### src/mlr_pkg.sv
// Package: opcodes, carriers and register map of the execution datapath
// ---------------------------------------------------------------------
// ---------------------------------------------------------------------
package mlr_pkg;

  localparam int ADDR_W  = 8;
  localparam int DATA_W  = 8;
  localparam int FLG_W   = 4;
  localparam int PADDR_W = 12;
  localparam int PDATA_W = 32;

  localparam logic [PADDR_W-1:0] REG_CTRL   = 12'h000;
  localparam logic [PADDR_W-1:0] REG_ACC    = 12'h004;
  localparam logic [PADDR_W-1:0] REG_FLAGS  = 12'h008;
  localparam logic [PADDR_W-1:0] REG_STATUS = 12'h00c;

  localparam int CTRL_EN_BIT = 0;
  localparam int FLG_GIE_BIT = 4;
  localparam int STS_ST_LSB  = 0;
  localparam int STS_CNT_LSB = 8;

  localparam logic              CTRL_EN_RST = 1'b1;
  localparam logic              GIE_RST     = 1'b0;
  localparam logic [DATA_W-1:0] ACC_RST     = 8'h00;
  localparam logic [DATA_W-1:0] ZERO_B      = 8'h00;
  localparam logic [DATA_W-1:0] ONE_B       = 8'h01;

  typedef enum logic [4:0] {
    OP_IDLE, OP_COPY_MEM_ACC, OP_COPY_IMM_ACC, OP_COPY_ACC_MEM,
    OP_OR_MEM, OP_OR_IMM, OP_OR_TO_MEM,
    OP_POP_PC, OP_POP_PC_IMM, OP_IRQ_EXIT,
    OP_ROTATE_LEFT, OP_ROTATE_LEFT_TO_ACC,
    OP_ROTATE_LEFT_THRU_CARRY, OP_ROTATE_LEFT_THRU_CARRY_TO_ACC,
    OP_ROTATE_RIGHT, OP_ROTATE_RIGHT_TO_ACC,
    OP_ROTATE_RIGHT_THRU_CARRY, OP_ROTATE_RIGHT_THRU_CARRY_TO_ACC,
    OP_SUB_WITH_BORROW, OP_SUB_BORROW_TO_MEM,
    OP_DEC_SKIP_ZERO, OP_DEC_SKIP_ZERO_TO_ACC
  } mlr_op_t;

  typedef enum logic [1:0] {
    ST_IDLE  = 2'b00,
    ST_LOAD  = 2'b01,
    ST_EXEC  = 2'b11,
    ST_DUMMY = 2'b10
  } mlr_state_t;

  typedef enum logic [2:0] {
    RG_NONE, RG_CTRL, RG_ACC, RG_FLAGS, RG_STATUS
  } mlr_reg_t;

  typedef struct packed {
    logic ov;
    logic z;
    logic ac;
    logic c;
  } mlr_flags_t;

  typedef struct packed {
    mlr_op_t             op;
    logic [ADDR_W-1:0]   addr;
    logic [DATA_W-1:0]   imm;
  } mlr_instr_t;

  typedef struct packed {
    logic wr_acc;
    logic wr_mem;
    logic pop;
    logic skip;
    logic gie_set;
    logic adv_pc;
  } mlr_ctl_t;

  localparam mlr_flags_t FLG_RST = '0;

endpackage : mlr_pkg

### src/mlr_rst_sync.sv
// Reset release synchroniser: asynchronous assert, two-flop release
`timescale 1ns/1ps
module mlr_rst_sync (
  input  logic clk,
  input  logic arst_n,
  output logic srst_n
);

  logic meta_r;

  always_ff @(posedge clk or negedge arst_n) begin
    if (!arst_n) begin
      meta_r <= 1'b0;
      srst_n <= 1'b0;
    end else begin
      meta_r <= 1'b1;
      srst_n <= meta_r;
    end
  end

endmodule : mlr_rst_sync

### src/mlr_alu.sv
// Result, flag and sequencing decode for one instruction
`timescale 1ns/1ps
module mlr_alu
  import mlr_pkg::*;
(
  input  mlr_op_t             op,
  input  logic [DATA_W-1:0]   acc,
  input  logic [DATA_W-1:0]   mdat,
  input  logic [DATA_W-1:0]   imm,
  input  mlr_flags_t          flg_in,
  output logic [DATA_W-1:0]   res,
  output mlr_flags_t          flg_out,
  output mlr_ctl_t            ctl
);

  function automatic logic [DATA_W-1:0] rot(
    input logic [DATA_W-1:0] d,
    input logic              left,
    input logic              fill
  );
    rot = left ? {d[DATA_W-2:0], fill} : {fill, d[DATA_W-1:1]};
  endfunction : rot

  logic [DATA_W:0] sub_sum;
  logic [4:0]      sub_half;

  // Borrow is the inverted carry: acc + ~m + c
  assign sub_sum  = {1'b0, acc} + {1'b0, ~mdat} + {8'h00, flg_in.c};
  assign sub_half = {1'b0, acc[3:0]} + {1'b0, ~mdat[3:0]} + {4'h0, flg_in.c};

  always_comb begin
    res        = mdat;
    flg_out    = flg_in;
    ctl        = '0;
    ctl.adv_pc = 1'b1;
    case (op)
      OP_IDLE:         res = ZERO_B;
      OP_COPY_MEM_ACC: ctl.wr_acc = 1'b1;
      OP_COPY_IMM_ACC: begin
        res        = imm;
        ctl.wr_acc = 1'b1;
      end
      OP_COPY_ACC_MEM: begin
        res        = acc;
        ctl.wr_mem = 1'b1;
      end
      OP_OR_MEM, OP_OR_IMM: begin
        res        = acc | ((op == OP_OR_IMM) ? imm : mdat);
        flg_out.z  = ~|res;
        ctl.wr_acc = 1'b1;
      end
      OP_OR_TO_MEM: begin
        res        = acc | mdat;
        flg_out.z  = ~|res;
        ctl.wr_mem = 1'b1;
      end
      OP_POP_PC, OP_POP_PC_IMM, OP_IRQ_EXIT: begin
        res         = imm;
        ctl.pop     = 1'b1;
        ctl.adv_pc  = 1'b0;
        ctl.wr_acc  = (op == OP_POP_PC_IMM);
        ctl.gie_set = (op == OP_IRQ_EXIT);
      end
      OP_ROTATE_LEFT, OP_ROTATE_LEFT_TO_ACC: begin
        res        = rot(mdat, 1'b1, mdat[DATA_W-1]);
        ctl.wr_mem = (op == OP_ROTATE_LEFT);
        ctl.wr_acc = (op == OP_ROTATE_LEFT_TO_ACC);
      end
      OP_ROTATE_LEFT_THRU_CARRY, OP_ROTATE_LEFT_THRU_CARRY_TO_ACC: begin
        res        = rot(mdat, 1'b1, flg_in.c);
        flg_out.c  = mdat[DATA_W-1];
        ctl.wr_mem = (op == OP_ROTATE_LEFT_THRU_CARRY);
        ctl.wr_acc = (op == OP_ROTATE_LEFT_THRU_CARRY_TO_ACC);
      end
      OP_ROTATE_RIGHT, OP_ROTATE_RIGHT_TO_ACC: begin
        res        = rot(mdat, 1'b0, mdat[0]);
        ctl.wr_mem = (op == OP_ROTATE_RIGHT);
        ctl.wr_acc = (op == OP_ROTATE_RIGHT_TO_ACC);
      end
      OP_ROTATE_RIGHT_THRU_CARRY, OP_ROTATE_RIGHT_THRU_CARRY_TO_ACC: begin
        res        = rot(mdat, 1'b0, flg_in.c);
        flg_out.c  = mdat[0];
        ctl.wr_mem = (op == OP_ROTATE_RIGHT_THRU_CARRY);
        ctl.wr_acc = (op == OP_ROTATE_RIGHT_THRU_CARRY_TO_ACC);
      end
      OP_SUB_WITH_BORROW, OP_SUB_BORROW_TO_MEM: begin
        res        = sub_sum[DATA_W-1:0];
        flg_out.c  = sub_sum[DATA_W];
        flg_out.ac = sub_half[4];
        flg_out.z  = ~|res;
        flg_out.ov = (acc[DATA_W-1] == ~mdat[DATA_W-1]) &&
                     (res[DATA_W-1] != acc[DATA_W-1]);
        ctl.wr_mem = (op == OP_SUB_BORROW_TO_MEM);
        ctl.wr_acc = (op == OP_SUB_WITH_BORROW);
      end
      OP_DEC_SKIP_ZERO, OP_DEC_SKIP_ZERO_TO_ACC: begin
        res        = mdat - ONE_B;
        ctl.skip   = (res == ZERO_B);
        ctl.wr_mem = (op == OP_DEC_SKIP_ZERO);
        ctl.wr_acc = (op == OP_DEC_SKIP_ZERO_TO_ACC);
      end
      default:         res = ZERO_B;
    endcase
  end

endmodule : mlr_alu

### src/mlr_exec_top.sv
// Execution datapath top: sequencer, accumulator, flags, APB registers
//
// Implementation choices: register access over APB and the placing of the registers.
`timescale 1ns/1ps
module mlr_exec_top
  import mlr_pkg::*;
#(
  parameter int RETIRE_W = 8
)(
  input  logic                ref_clk,
  input  logic                resetn,
  input  logic                instr_valid,
  input  mlr_instr_t          instr,
  output logic                instr_ready,
  output logic [ADDR_W-1:0]   mem_addr,
  output logic                mem_rd,
  input  logic [DATA_W-1:0]   mem_rdata,
  output logic                mem_we,
  output logic [DATA_W-1:0]   mem_wdata,
  output logic                pc_inc,
  output logic                stack_pop,
  output logic                fetch_discard,
  output logic [DATA_W-1:0]   acc,
  output mlr_flags_t          flags,
  output logic                global_irq_enable,
  input  logic                psel,
  input  logic                penable,
  input  logic                pwrite,
  input  logic [PADDR_W-1:0]  paddr,
  input  logic [PDATA_W-1:0]  pwdata,
  output logic [PDATA_W-1:0]  prdata,
  output logic                pready,
  output logic                pslverr
);

  // ---------------------------------------------------------------
  // Parameter check
  // ---------------------------------------------------------------
  if (RETIRE_W < 1 || RETIRE_W > PDATA_W - STS_CNT_LSB) begin : g_chk
    $error("RETIRE_W must fit the status word");
  end

  // ---------------------------------------------------------------
  // Reset and shared decode
  // ---------------------------------------------------------------
  logic rst_n;

  mlr_rst_sync u_rst (
    .clk    (ref_clk),
    .arst_n (resetn),
    .srst_n (rst_n)
  );

  function automatic mlr_reg_t reg_dec(input logic [PADDR_W-1:0] a);
    case (a)
      REG_CTRL:   reg_dec = RG_CTRL;
      REG_ACC:    reg_dec = RG_ACC;
      REG_FLAGS:  reg_dec = RG_FLAGS;
      REG_STATUS: reg_dec = RG_STATUS;
      default:    reg_dec = RG_NONE;
    endcase
  endfunction : reg_dec

  mlr_state_t          state_r;
  mlr_state_t          state_nxt;
  mlr_instr_t          instr_r;
  logic                instr_ready_r;
  logic [ADDR_W-1:0]   mem_addr_r;
  logic                mem_rd_r;
  logic                mem_we_r;
  logic [DATA_W-1:0]   mem_wdata_r;
  logic                pc_inc_r;
  logic                stack_pop_r;
  logic                fetch_discard_r;
  logic [DATA_W-1:0]   acc_r;
  mlr_flags_t          flags_r;
  logic                gie_r;
  logic                ctrl_en_r;
  logic [RETIRE_W-1:0] cnt_r;
  logic [PDATA_W-1:0]  prdata_r;
  logic                pready_r;
  logic                pslverr_r;

  logic                take;
  logic                exec;
  logic                two_cyc;
  logic                apb_setup;
  logic                apb_wr;
  mlr_reg_t            sel_reg;
  logic [PDATA_W-1:0]  rd_word;
  logic [DATA_W-1:0]   alu_res;
  mlr_flags_t          alu_flg;
  mlr_ctl_t            alu_ctl;

  assign take      = instr_valid & instr_ready_r;
  assign exec      = (state_r == ST_EXEC);
  assign two_cyc   = alu_ctl.pop | alu_ctl.skip;
  assign apb_setup = psel & ~penable;
  assign apb_wr    = psel & penable & pwrite & pready_r;
  assign sel_reg   = reg_dec(paddr);

  // ---------------------------------------------------------------
  // Datapath
  // ---------------------------------------------------------------
  // Memory data is only meaningful in the execute state
  mlr_alu u_alu (
    .op      (instr_r.op),
    .acc     (acc_r),
    .mdat    (mem_rdata),
    .imm     (instr_r.imm),
    .flg_in  (flags_r),
    .res     (alu_res),
    .flg_out (alu_flg),
    .ctl     (alu_ctl)
  );

  // ---------------------------------------------------------------
  // Sequencer
  // ---------------------------------------------------------------
  always_comb begin
    state_nxt = state_r;
    case (state_r)
      ST_IDLE:  state_nxt = take ? ST_LOAD : ST_IDLE;
      ST_LOAD:  state_nxt = ST_EXEC;
      ST_EXEC:  state_nxt = two_cyc ? ST_DUMMY : ST_IDLE;
      ST_DUMMY: state_nxt = ST_IDLE;
      default:  state_nxt = ST_IDLE;
    endcase
  end

  always_ff @(posedge ref_clk or negedge rst_n) begin
    if (!rst_n) begin
      state_r <= ST_IDLE;
    end else begin
      state_r <= state_nxt;
    end
  end

  // Ready is registered from the next state, so it is already high in the first idle cycle
  always_ff @(posedge ref_clk or negedge rst_n) begin
    if (!rst_n) begin
      instr_ready_r <= 1'b0;
    end else begin
      instr_ready_r <= (state_nxt == ST_IDLE) & ctrl_en_r;
    end
  end

  always_ff @(posedge ref_clk or negedge rst_n) begin
    if (!rst_n) begin
      instr_r    <= '0;
      mem_addr_r <= '0;
      mem_rd_r   <= 1'b0;
    end else begin
      mem_rd_r <= take;
      if (take) begin
        instr_r    <= instr;
        mem_addr_r <= instr.addr;
      end
    end
  end

  // ---------------------------------------------------------------
  // Memory write, fetch and stack strobes
  // ---------------------------------------------------------------
  // Write lands after the read of the same slot, so no hazard arises
  always_ff @(posedge ref_clk or negedge rst_n) begin
    if (!rst_n) begin
      mem_we_r    <= 1'b0;
      mem_wdata_r <= ZERO_B;
    end else begin
      mem_we_r <= exec & alu_ctl.wr_mem;
      if (exec & alu_ctl.wr_mem) begin
        mem_wdata_r <= alu_res;
      end
    end
  end

  always_ff @(posedge ref_clk or negedge rst_n) begin
    if (!rst_n) begin
      pc_inc_r        <= 1'b0;
      stack_pop_r     <= 1'b0;
      fetch_discard_r <= 1'b0;
    end else begin
      // Skip: second advance steps over the discarded instruction
      pc_inc_r        <= (exec & alu_ctl.adv_pc) |
                         ((state_r == ST_DUMMY) & fetch_discard_r);
      stack_pop_r     <= exec & alu_ctl.pop;
      fetch_discard_r <= exec & alu_ctl.skip;
    end
  end

  // ---------------------------------------------------------------
  // Architectural state
  // ---------------------------------------------------------------
  // Execution wins over a software write in the same cycle
  always_ff @(posedge ref_clk or negedge rst_n) begin
    if (!rst_n) begin
      acc_r <= ACC_RST;
    end else if (exec & alu_ctl.wr_acc) begin
      acc_r <= alu_res;
    end else if (apb_wr && sel_reg == RG_ACC) begin
      acc_r <= pwdata[DATA_W-1:0];
    end
  end

  // Unaffected flags pass through the ALU unchanged
  always_ff @(posedge ref_clk or negedge rst_n) begin
    if (!rst_n) begin
      flags_r <= FLG_RST;
    end else if (exec) begin
      flags_r <= alu_flg;
    end else if (apb_wr && sel_reg == RG_FLAGS) begin
      flags_r <= pwdata[FLG_W-1:0];
    end
  end

  always_ff @(posedge ref_clk or negedge rst_n) begin
    if (!rst_n) begin
      gie_r <= GIE_RST;
    end else if (exec & alu_ctl.gie_set) begin
      gie_r <= 1'b1;
    end else if (apb_wr && sel_reg == RG_FLAGS) begin
      gie_r <= pwdata[FLG_GIE_BIT];
    end
  end

  always_ff @(posedge ref_clk or negedge rst_n) begin
    if (!rst_n) begin
      ctrl_en_r <= CTRL_EN_RST;
    end else if (apb_wr && sel_reg == RG_CTRL) begin
      ctrl_en_r <= pwdata[CTRL_EN_BIT];
    end
  end

  always_ff @(posedge ref_clk or negedge rst_n) begin
    if (!rst_n) begin
      cnt_r <= '0;
    end else if (exec) begin
      cnt_r <= cnt_r + RETIRE_W'(1);
    end
  end

  // ---------------------------------------------------------------
  // APB slave
  // ---------------------------------------------------------------
  // Read data is captured in setup; no wait states are inserted
  always_comb begin
    rd_word = '0;
    case (sel_reg)
      RG_CTRL:   rd_word[CTRL_EN_BIT] = ctrl_en_r;
      RG_ACC:    rd_word[DATA_W-1:0] = acc_r;
      RG_FLAGS: begin
        rd_word[FLG_W-1:0]  = flags_r;
        rd_word[FLG_GIE_BIT] = gie_r;
      end
      RG_STATUS: begin
        rd_word[STS_ST_LSB +: $bits(mlr_state_t)] = state_r;
        rd_word[STS_CNT_LSB +: RETIRE_W] = cnt_r;
      end
      default:   rd_word = '0;
    endcase
  end

  always_ff @(posedge ref_clk or negedge rst_n) begin
    if (!rst_n) begin
      prdata_r  <= '0;
      pready_r  <= 1'b0;
      pslverr_r <= 1'b0;
    end else begin
      pready_r  <= apb_setup;
      pslverr_r <= apb_setup & (sel_reg == RG_NONE);
      if (apb_setup) begin
        prdata_r <= pwrite ? '0 : rd_word;
      end
    end
  end

  assign instr_ready       = instr_ready_r;
  assign mem_addr          = mem_addr_r;
  assign mem_rd            = mem_rd_r;
  assign mem_we            = mem_we_r;
  assign mem_wdata         = mem_wdata_r;
  assign pc_inc            = pc_inc_r;
  assign stack_pop         = stack_pop_r;
  assign fetch_discard     = fetch_discard_r;
  assign acc               = acc_r;
  assign flags             = flags_r;
  assign global_irq_enable = gie_r;
  assign prdata            = prdata_r;
  assign pready            = pready_r;
  assign pslverr           = pslverr_r;
endmodule : mlr_exec_top

### config.mk
export PLATFORM = sky130hd
export DESIGN_NAME = mlr_exec_top
export DESIGN_NICKNAME = d
export VERILOG_FILES = /design/src/mlr_pkg.sv /design/src/mlr_rst_sync.sv /design/src/mlr_alu.sv /design/src/mlr_exec_top.sv
export SDC_FILE = /design/constraint.sdc
export NUM_CORES = 1
export LEC_CHECK = 0
export BUFFER_PORTS_ARGS = -buffer_cell sky130_fd_sc_hd__buf_2
export CAP_MARGIN = 10
export CORE_MARGIN = 3
export CORE_UTILIZATION = 50
export CTS_CLUSTER_SIZE = 14
export DETAILED_ROUTE_END_ITERATION = 8
export HOLD_SLACK_MARGIN = 0.05
export PLACE_DENSITY = 0.78
export SYNTH_ARGS = -nofsm -noshare
export SYNTH_HDL_FRONTEND = slang
export SYNTH_SLANG_ARGS = --single-unit
### constraint.sdc
create_clock -name ref_clk -period 2.7 [get_ports ref_clk]
set_input_delay 0.54 -clock ref_clk [delete_from_list [all_inputs] [get_ports ref_clk]]
set_output_delay 0.54 -clock ref_clk [all_outputs]
set_load 0.005 [all_outputs]
==> flow_metrics.env, run 1 <==
export IMPL_status="finished clean"
export IMPL_clock_skew_ps=11.78
export IMPL_die_area_um2=11330
export IMPL_finalHoldViolCount=0
export IMPL_route_detailed_drc=0
export IMPL_p_leak_uw=0.003213
export IMPL_synth_avg_cell_area_um2=9.555
export IMPL_design_area_um2=6324
export IMPL_layout_drive_gt1_share_pct=34.16
export IMPL_antenna_found_initial=0
export IMPL_num_antenna_cells=0
export IMPL_path_class="flop to flop"
export IMPL_overflow=0
export IMPL_netlist_instances=528
export IMPL_htreeDepth=3
export IMPL_die_h_um=106.4
export IMPL_portBuffers=107
export IMPL_clock_fmax_mhz=382.7
export IMPL_drv_cap=0
export IMPL_hpwlAfterDp_mm=12.33
export IMPL_synth_cell_types=79
export IMPL_grt_pass1_vias=4492
export IMPL_irDropWorstVdd_mv=0.2414
export IMPL_initial_utilization_pct=51.61
export IMPL_drt_pass1_iter_count=5
export IMPL_pre_cts_ws_ps=-286.8
export IMPL_yosys_register_bits=79
export IMPL_setup_tns_ps=0
export IMPL_synthesis_area_um2=5045
export IMPL_vias=4681
export IMPL_grt_pass1_wl_mm=24.45
export IMPL_async_reset_ff_share_pct=100.0
export IMPL_reg2reg_slack_ps=90
export IMPL_ant_nets=0
export IMPL_rows=36
export IMPL_mostFrequentLayoutCell="buf_2"
export IMPL_final_util_pct=64.70
export IMPL_required_ps=2960
export IMPL_clock_sinks=79
export IMPL_ys_seq_area_share_pct=39.21
export IMPL_p_per_area_nw_per_um2=391.0
export IMPL_synth_edff_count=0
export IMPL_cts_root_buf="clkbuf_8"
export IMPL_clock_latency_ps=370
export IMPL_hold_depth=0
export IMPL_cp_buffers_inverters=0
export IMPL_n_fill_cell=836
export IMPL_slowest_stage="or4b_1"
export IMPL_die_w_um=106.4
export IMPL_regArea_um2=1984
export IMPL_worstSetupStartpointType="flop"
export IMPL_post_drt_wl_per_cell_um=18.99
export IMPL_num_nets_final=782
export IMPL_core_area_um2=9774
export IMPL_yosys_warnings=0
export IMPL_max_slew_worst_pin_slew_ps=983.7
export IMPL_critical_path_max_stage_delay_ps=490
export IMPL_via_per_inst=5.702
export IMPL_synth_flop_cell="dfrtp_1"
export IMPL_critPathArrivalTime_ps=2880
export IMPL_maxSlewViolCount=0
export IMPL_period_share_pct=96.78
export IMPL_path_common_cell="fa_2"
export IMPL_drt_total_wl_mm=15.59
export IMPL_drtIter0Drc=331
export IMPL_crit_chain="fa_2 > fa_2 > nand2b_4 > a211oi_2 > o311ai_2 > nor2_1 > or4b_1 > mux2_2"
export IMPL_power_uw=2472
export IMPL_setup_ws_ps=86.95
export IMPL_io_pin_count=148
export IMPL_relSlewSlack_pct=34.42
export IMPL_crit_fanout=2
export IMPL_rr_worst_depth=8
export IMPL_cp_depth=8
export IMPL_worst_path_dominant_cell_family="adder cells"
export IMPL_rsz0062_at_grt="no"
export IMPL_finalSetupViolCount=0
export IMPL_cts_tree="yes"
export IMPL_final_cell_mix="buf_2 (107), dfrtp_1 (75), buf_4 (63), nand2_1 (46), nor2_1 (32)"
export IMPL_multi_input_area_um2=2809
export IMPL_end_kind="flop"
export IMPL_cts_inserted_buffers=9
export IMPL_grt_max_degree=78
export IMPL_clkTransAtPathRegs_ps=90
export IMPL_clockBufferDepth=2
export IMPL_place_area_um2=6048
export IMPL_fin_crit_ps=2613
export IMPL_hold_class="flop to flop"
export IMPL_grt_usage_pct=27.96
export IMPL_area_delta_synth_final_pct=25.35
export IMPL_routabilityCongestion=0.9787
## worst register-to-register path: cells and delay by family, from the launching register on
kind                       cells  cell delay [ps]
adders and majority gates      2              780
and+or+nand+nor                3              650
DFF                            1              440
AOI/OAI and AO/OA              2              360
muxes                          1              280
## power by group
group          switching [uW]  internal (uW)  total, uW  leakage [uW]
clock                     503            534       1040      0.000108
sequential               24.0           1190       1210       0.00100
combinational             116            109        225       0.00210
## synthesized netlist by cell type (3+ instances only)
library cell,count,area (um2)
a2111oi_0,3,26.28
a211oi_1,6,45.04
a21oi_1,15,75.07
a221oi_1,3,26.28
a22o_1,16,140.1
a22oi_1,13,97.59
a2bb2oi_1,4,35.03
a31oi_1,3,18.77
and2_1,4,25.02
and3_1,6,37.54
buf_2,8,40.04
buf_4,18,135.1
clkbuf_1,15,56.30
dfrtp_1,78,1952
ha_1,18,225.2
inv_1,27,101.4
inv_2,3,11.26
mux2_2,23,259.0
mux2i_1,17,170.2
nand2_1,46,172.7
nand2b_1,11,68.82
nand3_1,12,60.06
nand4_1,6,37.54
nor2_1,32,120.1
nor2b_1,6,37.54
nor3_1,11,55.05
nor3b_1,7,52.55
nor4_1,8,50.05
o211ai_1,3,22.52
o21ai_0,25,125.1
o32ai_1,3,26.28
xnor2_1,18,157.7
## stage by stage
| step | instances | hold slack [ps] |
|---|---|---|
| 4_1_cts | 821 | 368.5 |
| 5_1_grt | 821 | 378.2 |
| 3_3_place_gp | 803 | 324.5 |
| 2_1_floorplan | 543 | 244.4 |
| 6_report | 821 | 370.6 |
| 3_5_place_dp | 803 | 327.8 |
## sequential cells by signal, summed over array words and instances, names as in the netlist
signal and cells:
prdata 16, instr_r 13, acc 8, cnt_r 8, mem_addr 8, mem_wdata 8, flags 4, state_r 2
ctrl_en_r 1, fetch_discard 1, global_irq_enable 1, instr_ready 1, mem_rd 1, mem_we 1, pc_inc 1, pready 1
pslverr 1, stack_pop 1, u_rst.meta_r 1, u_rst.srst_n 1
## kinds of logic (layout without fill, tap and decap cells)
kind of cell             Yosys count  after routing  synth area share (%)
AO/OA/AOI/OAI                    123            123                 17.73
XOR/XNOR                          19             19                 3.299
adder cells (fa/ha/maj)           21             21                 5.456
buffers and inverters             72            217                 7.044
flip-flops                        79             79                 39.21
multiplexers                      41             41                 8.953
other                              2             17                0.1489
AND/OR/NAND/NOR                  171            171                 18.16
## per-layer routing
layer | GRT usage [%] | wire (um) | up-vias
li1 | - | - | 2200
met1 | 38.59 | 6742 | 2252
met2 | 45.84 | 7425 | 205
met3 | 4.372 | 1120 | 24
met4 | 7.945 | 302 | 0
met5 | 0 | 0 | -
## what timing repair did
action                                  4_1_cts  5_1_grt
hold buffers                                  1        0
gates resized for setup                       1        6
endpoints found under the setup margin        2        7
buffers inserted                              1        0
pin swaps                                     3        1
endpoints found under the hold margin         2        0
## path summary, 6_finish.rpt
check	startpoint	end
worst max-delay path	acc[0]	mem_wdata[6]
worst min-delay path	u_rst.meta_r	u_rst.srst_n
worst max register to register	acc[0]	mem_wdata[6]
worst min register to register	u_rst.meta_r	u_rst.srst_n
max in group asynchronous	u_rst.srst_n	acc[1]
min in group asynchronous	resetn	u_rst.meta_r
## area by class of cell
cell class / instances / share of cell area (%)
Timing Repair Buffer: 171 / 16.11
Inverter: 30 / 1.860
Sequential cell: 79 / 31.38
Clock buffer: 9 / 1.959
Tap cell: 133 / 2.632
Multi-Input combinational cell: 392 / 44.42
Clock inverter: 7 / 1.642
Note: power is estimated with default switching activity, not from simulation.
==> run 2, diff against run 1 <==
MAX_ROUTING_LAYER = met4   (was unset)
clock period = 2.6 ns   (was 2.7 ns; I/O delays follow)
==> run 2 against run 1 <==
  * Register-to-register slack got worse by 70 ps
  * Final cell count is 1.8% higher
  * Hold slack got worse by 20 ps
  * Flip-flop and latch count is the same
  * Non-clock buffer count rose by 15
  * Cell area is 2.9% higher
  * Sequential share of layout area decreased by 0.90 points
  * Die area unchanged
  * First-iteration DRC count increased by 26%
  * Clock power is 9.6% higher
  * Global-route usage up 3.4 points
  * Total power grew 7.4%
==> flow_metrics.env, run 2 (synthesized netlist as in run 1, its figures left out) <==
export IMPL_status="finished clean"
export IMPL_worstSetupStartpointType="flop"
export IMPL_hpwlAfterDp_mm=12.90
export IMPL_vias=4858
export IMPL_io_pin_count=148
export IMPL_end_kind="flop"
export IMPL_area_delta_synth_final_pct=28.97
export IMPL_drv_cap=0
export IMPL_timing_rr_end="mem_wdata[6]"
export IMPL_largest_register_ffs=16
export IMPL_pre_cts_ws_ps=-322.8
export IMPL_post_place_cells=815
export IMPL_via_per_inst=5.811
export IMPL_htreeDepth=3
export IMPL_num_antenna_cells=0
export IMPL_crit_chain="fa_2 > fa_2 > nand2b_4 > a211oi_4 > o311ai_4 > nor2_1 > or4b_4 > mux2_4"
export IMPL_post_drt_wl_per_cell_um=20.11
export IMPL_wl_met2_mm=7.967
export IMPL_mostFrequentLayoutCell="buf_2"
export IMPL_grt_usage_pct=31.32
export IMPL_cts_inserted_buffers=9
export IMPL_drt_total_wl_mm=16.82
export IMPL_clkTransAtPathRegs_ps=90
export IMPL_layout_drive_gt1_share_pct=35.70
export IMPL_crit_reg2reg_launch="flags[0]"
export IMPL_reg2reg_slack_ps=20
export IMPL_initial_utilization_pct=51.61
export IMPL_critical_path_max_stage_delay_ps=520
export IMPL_p_leak_uw=0.003312
export IMPL_power_uw=2656
export IMPL_wl_met3_mm=1.207
export IMPL_max_slew_worst_pin_slew_ps=980.3
export IMPL_final_cell_mix="buf_2 (107), dfrtp_1 (76), buf_4 (76), nand2_1 (46), nor2_1 (32)"
export IMPL_grt_pass1_vias=4719
export IMPL_clockBufferDepth=2
export IMPL_die_w_um=106.4
export IMPL_highest_signal_layer="met4"
export IMPL_portBuffers=107
export IMPL_crit_fanout=2
export IMPL_slowest_stage="or4b_4"
export IMPL_cts_root_buf="clkbuf_8"
export IMPL_overflow=0
export IMPL_required_ps=2860
export IMPL_irDropWorstVdd_mv=0.3827
export IMPL_die_h_um=106.4
export IMPL_path_common_cell="fa_2"
export IMPL_rr_worst_depth=8
export IMPL_grt_pass1_wl_mm=26.02
export IMPL_min_to="instr_r[17]"
export IMPL_period_share_pct=99.35
export IMPL_finalHoldViolCount=0
export IMPL_p_per_area_nw_per_um2=408.2
export IMPL_setup_tns_ps=0
export IMPL_clock_latency_ps=380
export IMPL_core_area_um2=9774
export IMPL_clock_skew_ps=11.24
export IMPL_ant_nets=0
export IMPL_hold_class="primary input to flop"
export IMPL_clock_fmax_mhz=387.1
export IMPL_rsz0062_at_grt="yes"
export IMPL_grt_max_degree=78
export IMPL_fin_crit_ps=2583
export IMPL_cts_tree="yes"
export IMPL_route_detailed_drc=0
export IMPL_relSlewSlack_pct=34.64
export IMPL_hold_depth=3
export IMPL_drt_pass1_iter_count=5
export IMPL_num_nets_final=797
export IMPL_setup_ws_ps=16.90
export IMPL_clock_sinks=79
export IMPL_routabilityCongestion=0.9846
export IMPL_fin_cells=836
export IMPL_critPathArrivalTime_ps=2850
export IMPL_hp_start="instr[17]"
export IMPL_path_class="flop to flop"
export IMPL_finalSetupViolCount=0
export IMPL_wl_met1_mm=7.114
export IMPL_maxSlewViolCount=0
export IMPL_drtIter0Drc=416
export IMPL_rows=36
export IMPL_die_area_um2=11330
export IMPL_antenna_found_initial=0
==> run 2: final cells by class <==
type | count | area [um2]
sequential | 79 | 1983
multi-input combinational | 392 | 2846
clock inverter | 6 | 117.6
clock buffer | 10 | 127.6
tap | 133 | 166.4
fill | 805 | 3268
timing repair buffer | 186 | 1147
inverter | 30 | 117.6
==> run 2: how the worst max path moves through the flow <==
stage / depth (start not counted) / startpoint / endpoint
2_1_floorplan: 10 / mem_rdata[0] / acc[6]
3_3_place_gp: 10 / mem_rdata[0] / acc[6]
3_5_place_dp: 10 / mem_rdata[0] / mem_wdata[6]
4_1_cts: 8 / acc[0] / mem_wdata[6]
5_1_grt: 8 / acc[0] / acc[6]
6_report: 8 / flags[0] / mem_wdata[6]
==> run 2: stage by stage <==
| stage | hold WS (ps) | area, um2 | utilization [%] |
|---|---|---|---|
| after floorplan | 224.4 | 5141 | - |
| after global placement | 305.0 | 6151 | 62.93 |
| after detailed placement | 310.6 | 6151 | 62.93 |
| after CTS | 341.4 | 6461 | 66.10 |
| after global routing | 344.0 | 6506 | 66.56 |
| final | 350.2 | 6506 | 66.56 |
==> run 2: where the power goes <==
group          total (uW)  internal, uW  switching [uW]  leakage, uW
clock network        1140           646             491     0.000119
registers            1260          1230            24.7      0.00100
logic                 262           128             135      0.00219
total                2660          2010             650      0.00331
==> run 2: critical path, delay by kind of cell (launching register included) <==
kind	cells	cell delay, ps
mux	1	270
simple gates	3	690
compound gates	2	310
flops	1	430
fa+ha+maj	2	760
==> run 2: repair_timing <==
item | in CTS | in global routing
hold buffers | 1 | 0
resized for setup | 6 | 8
setup buffers | 6 | 0
cloned | 0 | 0
endpoints found under the hold margin | 2 | 0
endpoints found under the setup margin | 7 | 6
pin swaps | 6 | 4
==> run 2: per-layer routing <==
| metal | track usage, % | vias to the layer above |
|---|---|---|
| li1 | - | 2226 |
| met1 | 39.76 | 2345 |
| met2 | 50.27 | 250 |
| met3 | 6.679 | 37 |
| met4 | 10.41 | 0 |
| met5 | - | - |
==> run 3, diff against run 2 <==
CELL_PAD_IN_SITES_DETAIL_PLACEMENT = 0   (was unset)
CELL_PAD_IN_SITES_GLOBAL_PLACEMENT = 1   (was unset)
CORE_MARGIN = unset   (was 3)
CORE_UTILIZATION = 39   (was 50)
PLACE_DENSITY = unset   (was 0.78)
PLACE_DENSITY_LB_ADDON = 0.1   (was unset)
==> run 3 against run 2 <==
  * Critical endpoint unchanged
  * The flow now finishes with violations (negative setup slack)
  * Critical path type unchanged
  * Highest routed layer unchanged
  * Largest power group is now clock
  * Non-clock buffer count is 8 lower
  * Hold slack got worse by 45 ps
  * Largest cell class unchanged
  * Clock power rose by 31%
  * Clock-buffer cell count unchanged
  * Sequential share of layout area decreased by 0.50 points
==> flow_metrics.env, run 3 (synthesized netlist as in run 1, its figures left out) <==
export IMPL_place_area_um2=6167
export IMPL_clockBufferDepth=2
export IMPL_cp_buffers_inverters=0
export IMPL_grt_pass1_wl_mm=25.53
export IMPL_drt_pass1_iter_count=7
export IMPL_crit_fanout=2
export IMPL_drtIter0Drc=333
export IMPL_die_h_um=115.7
export IMPL_overflow=0
export IMPL_rsz0062_at_grt="yes"
export IMPL_portBuffers=107
export IMPL_grt_pass1_vias=4458
export IMPL_multi_input_area_um2=2865
export IMPL_maxSlewViolCount=0
export IMPL_setup_ws_ps=-72.56
export IMPL_finalHoldViolCount=0
export IMPL_htreeDepth=3
export IMPL_ant_nets=0
export IMPL_worst_path_dominant_cell_family="adder cells"
export IMPL_via_per_inst=5.390
export IMPL_irDropWorstVdd_mv=0.4397
export IMPL_slowest_stage="or4b_4"
export IMPL_antenna_found_initial=0
export IMPL_busiest_layer="met2"
export IMPL_cts_inserted_buffers=9
export IMPL_worstSetupStartpointType="flop"
export IMPL_p_per_area_nw_per_um2=452.5
export IMPL_end_kind="flop"
export IMPL_power_share_clock_pct=49.6
export IMPL_grt_usage_pct=27.02
export IMPL_critical_path_max_stage_delay_ps=520
export IMPL_path_common_cell="fa_2"
export IMPL_initial_utilization_pct=39.98
export IMPL_route_detailed_drc=0
export IMPL_clock_latency_ps=350
export IMPL_regArea_um2=1987
export IMPL_cts_tree="yes"
export IMPL_path_class="flop to flop"
export IMPL_die_w_um=115.7
export IMPL_power_uw=2999
export IMPL_routabilityCongestion=0.9234
export IMPL_switching_power_uw=694.3
export IMPL_post_drt_wl_per_cell_um=19.38
export IMPL_p_sw_share_pct=23.15
export IMPL_drt_total_wl_mm=16.81
export IMPL_fin_cells=867
export IMPL_p_leak_uw=0.003330
export IMPL_clock_sinks=79
export IMPL_hpwlAfterDp_mm=13.17
export IMPL_grtUsageMet1_pct=35.21
export IMPL_crit_chain="fa_2 > fa_2 > nand2b_4 > a211oi_4 > o311ai_2 > nor2_1 > or4b_4 > mux2_2"
export IMPL_cts_root_buf="clkbuf_16"
export IMPL_final_cell_mix="buf_2 (107), dfrtp_1 (73), buf_4 (68), nand2_1 (46), nor2_1 (32)"
export IMPL_rows=41
export IMPL_met2_usage_pct=41.80
export IMPL_area_delta_synth_final_pct=31.37
export IMPL_drv_cap=0
export IMPL_layout_drive_gt1_share_pct=35.83
export IMPL_grt_max_degree=43
export IMPL_critPathArrivalTime_ps=2910
export IMPL_vias=4673
export IMPL_io_pin_count=148
export IMPL_setup_tns_ps=-142.8
export IMPL_status="finished with violations"
export IMPL_power_frac_seq_pct=41.6
export IMPL_clock_skew_ps=5.993
export IMPL_hold_class="flop to asynchronous set/reset pin"
export IMPL_num_antenna_cells=0
export IMPL_period_share_pct=102.8
export IMPL_die_area_um2=13390
export IMPL_n_fill_cell=1260
export IMPL_reg2reg_slack_ps=-70
export IMPL_post_place_cells=848
export IMPL_required_ps=2830
export IMPL_grtUsageMet3_pct=4.446
export IMPL_max_slew_worst_pin_slew_ps=599.4
export IMPL_num_nets_final=789
export IMPL_mostFrequentLayoutCell="buf_2"
export IMPL_clock_fmax_mhz=374.2
export IMPL_combPwrFrac_pct=8.8
export IMPL_hold_ws_ps=305.4
export IMPL_largest_register_ffs=16
export IMPL_core_area_um2=12620
export IMPL_fin_crit_ps=2673
export IMPL_relSlewSlack_pct=60.04
export IMPL_p_int_uw=2305
export IMPL_design_area_um2=6628
export IMPL_clkTransAtPathRegs_ps=60
export IMPL_finalSetupViolCount=2
export IMPL_failed_checks="negative setup slack"
[run 3: final timing paths]
check / start / end / cells after the start
worst max-delay path: flags[0] / mem_wdata[6] / 8
max in group asynchronous: u_rst.srst_n / ctrl_en_r / 1
worst min register to register: u_rst.srst_n / mem_we / 0
min in group ref_clk: u_rst.meta_r / u_rst.srst_n / 0
worst min-delay path: u_rst.srst_n / mem_we / 0
worst max register to register: flags[0] / mem_wdata[6] / 8
[run 3: what timing repair did]
| action | 4_1_cts | 5_1_grt |
|---|---|---|
| endpoints found under the setup margin | 8 | 9 |
| pin swaps | 4 | 7 |
| gates resized for setup | 6 | 14 |
| hold buffers | 1 | 0 |
| buffers inserted | 2 | 1 |
| hold endpoints to repair | 2 | 0 |
[run 3: power by group through the flow]
stage | sequential [uW] | clock, uW | combinational (uW)
after CTS | 1250 | 1510 | 249
final | 1250 | 1490 | 263
after detailed placement | 1270 | 0 | 241
after floorplan | 1280 | 0 | 127
after global routing | 1250 | 1570 | 288
after global placement | 1270 | 0 | 236
[run 3: layout make-up]
type | count | area share, %
Tap cell | 172 | 3.247
Multi-Input combinational cell | 392 | 43.23
Clock inverter | 6 | 1.775
Sequential cell | 79 | 29.98
Clock buffer | 10 | 3.455
Timing Repair Buffer | 178 | 16.54
Inverter | 30 | 1.775
[run 3: metal layers]
layer  part of all wire [%]  wire [um]
met1                     47       7932
met2                     46       7768
met3                    3.8        644
met4                    2.7        459
met5                      0          0
[run 3: metrics by stage]
step / utilization [%] / worst slack, ps
2_1_floorplan: - / -212.5
3_3_place_gp: 48.87 / -335.9
3_5_place_dp: 48.87 / -411.9
4_1_cts: 52.01 / -68.93
5_1_grt: 52.52 / -166.9
6_report: 52.52 / -72.56
[run 3: worst register-to-register path, delay by kind of cell, from the launching register on]
kind	cells	cell delay (ps)
multiplexers	1	280
AND/OR/NAND/NOR	3	690
AO/OA/AOI/OAI	2	350
adder cells (fa/ha/maj)	2	790
flip-flops	1	440
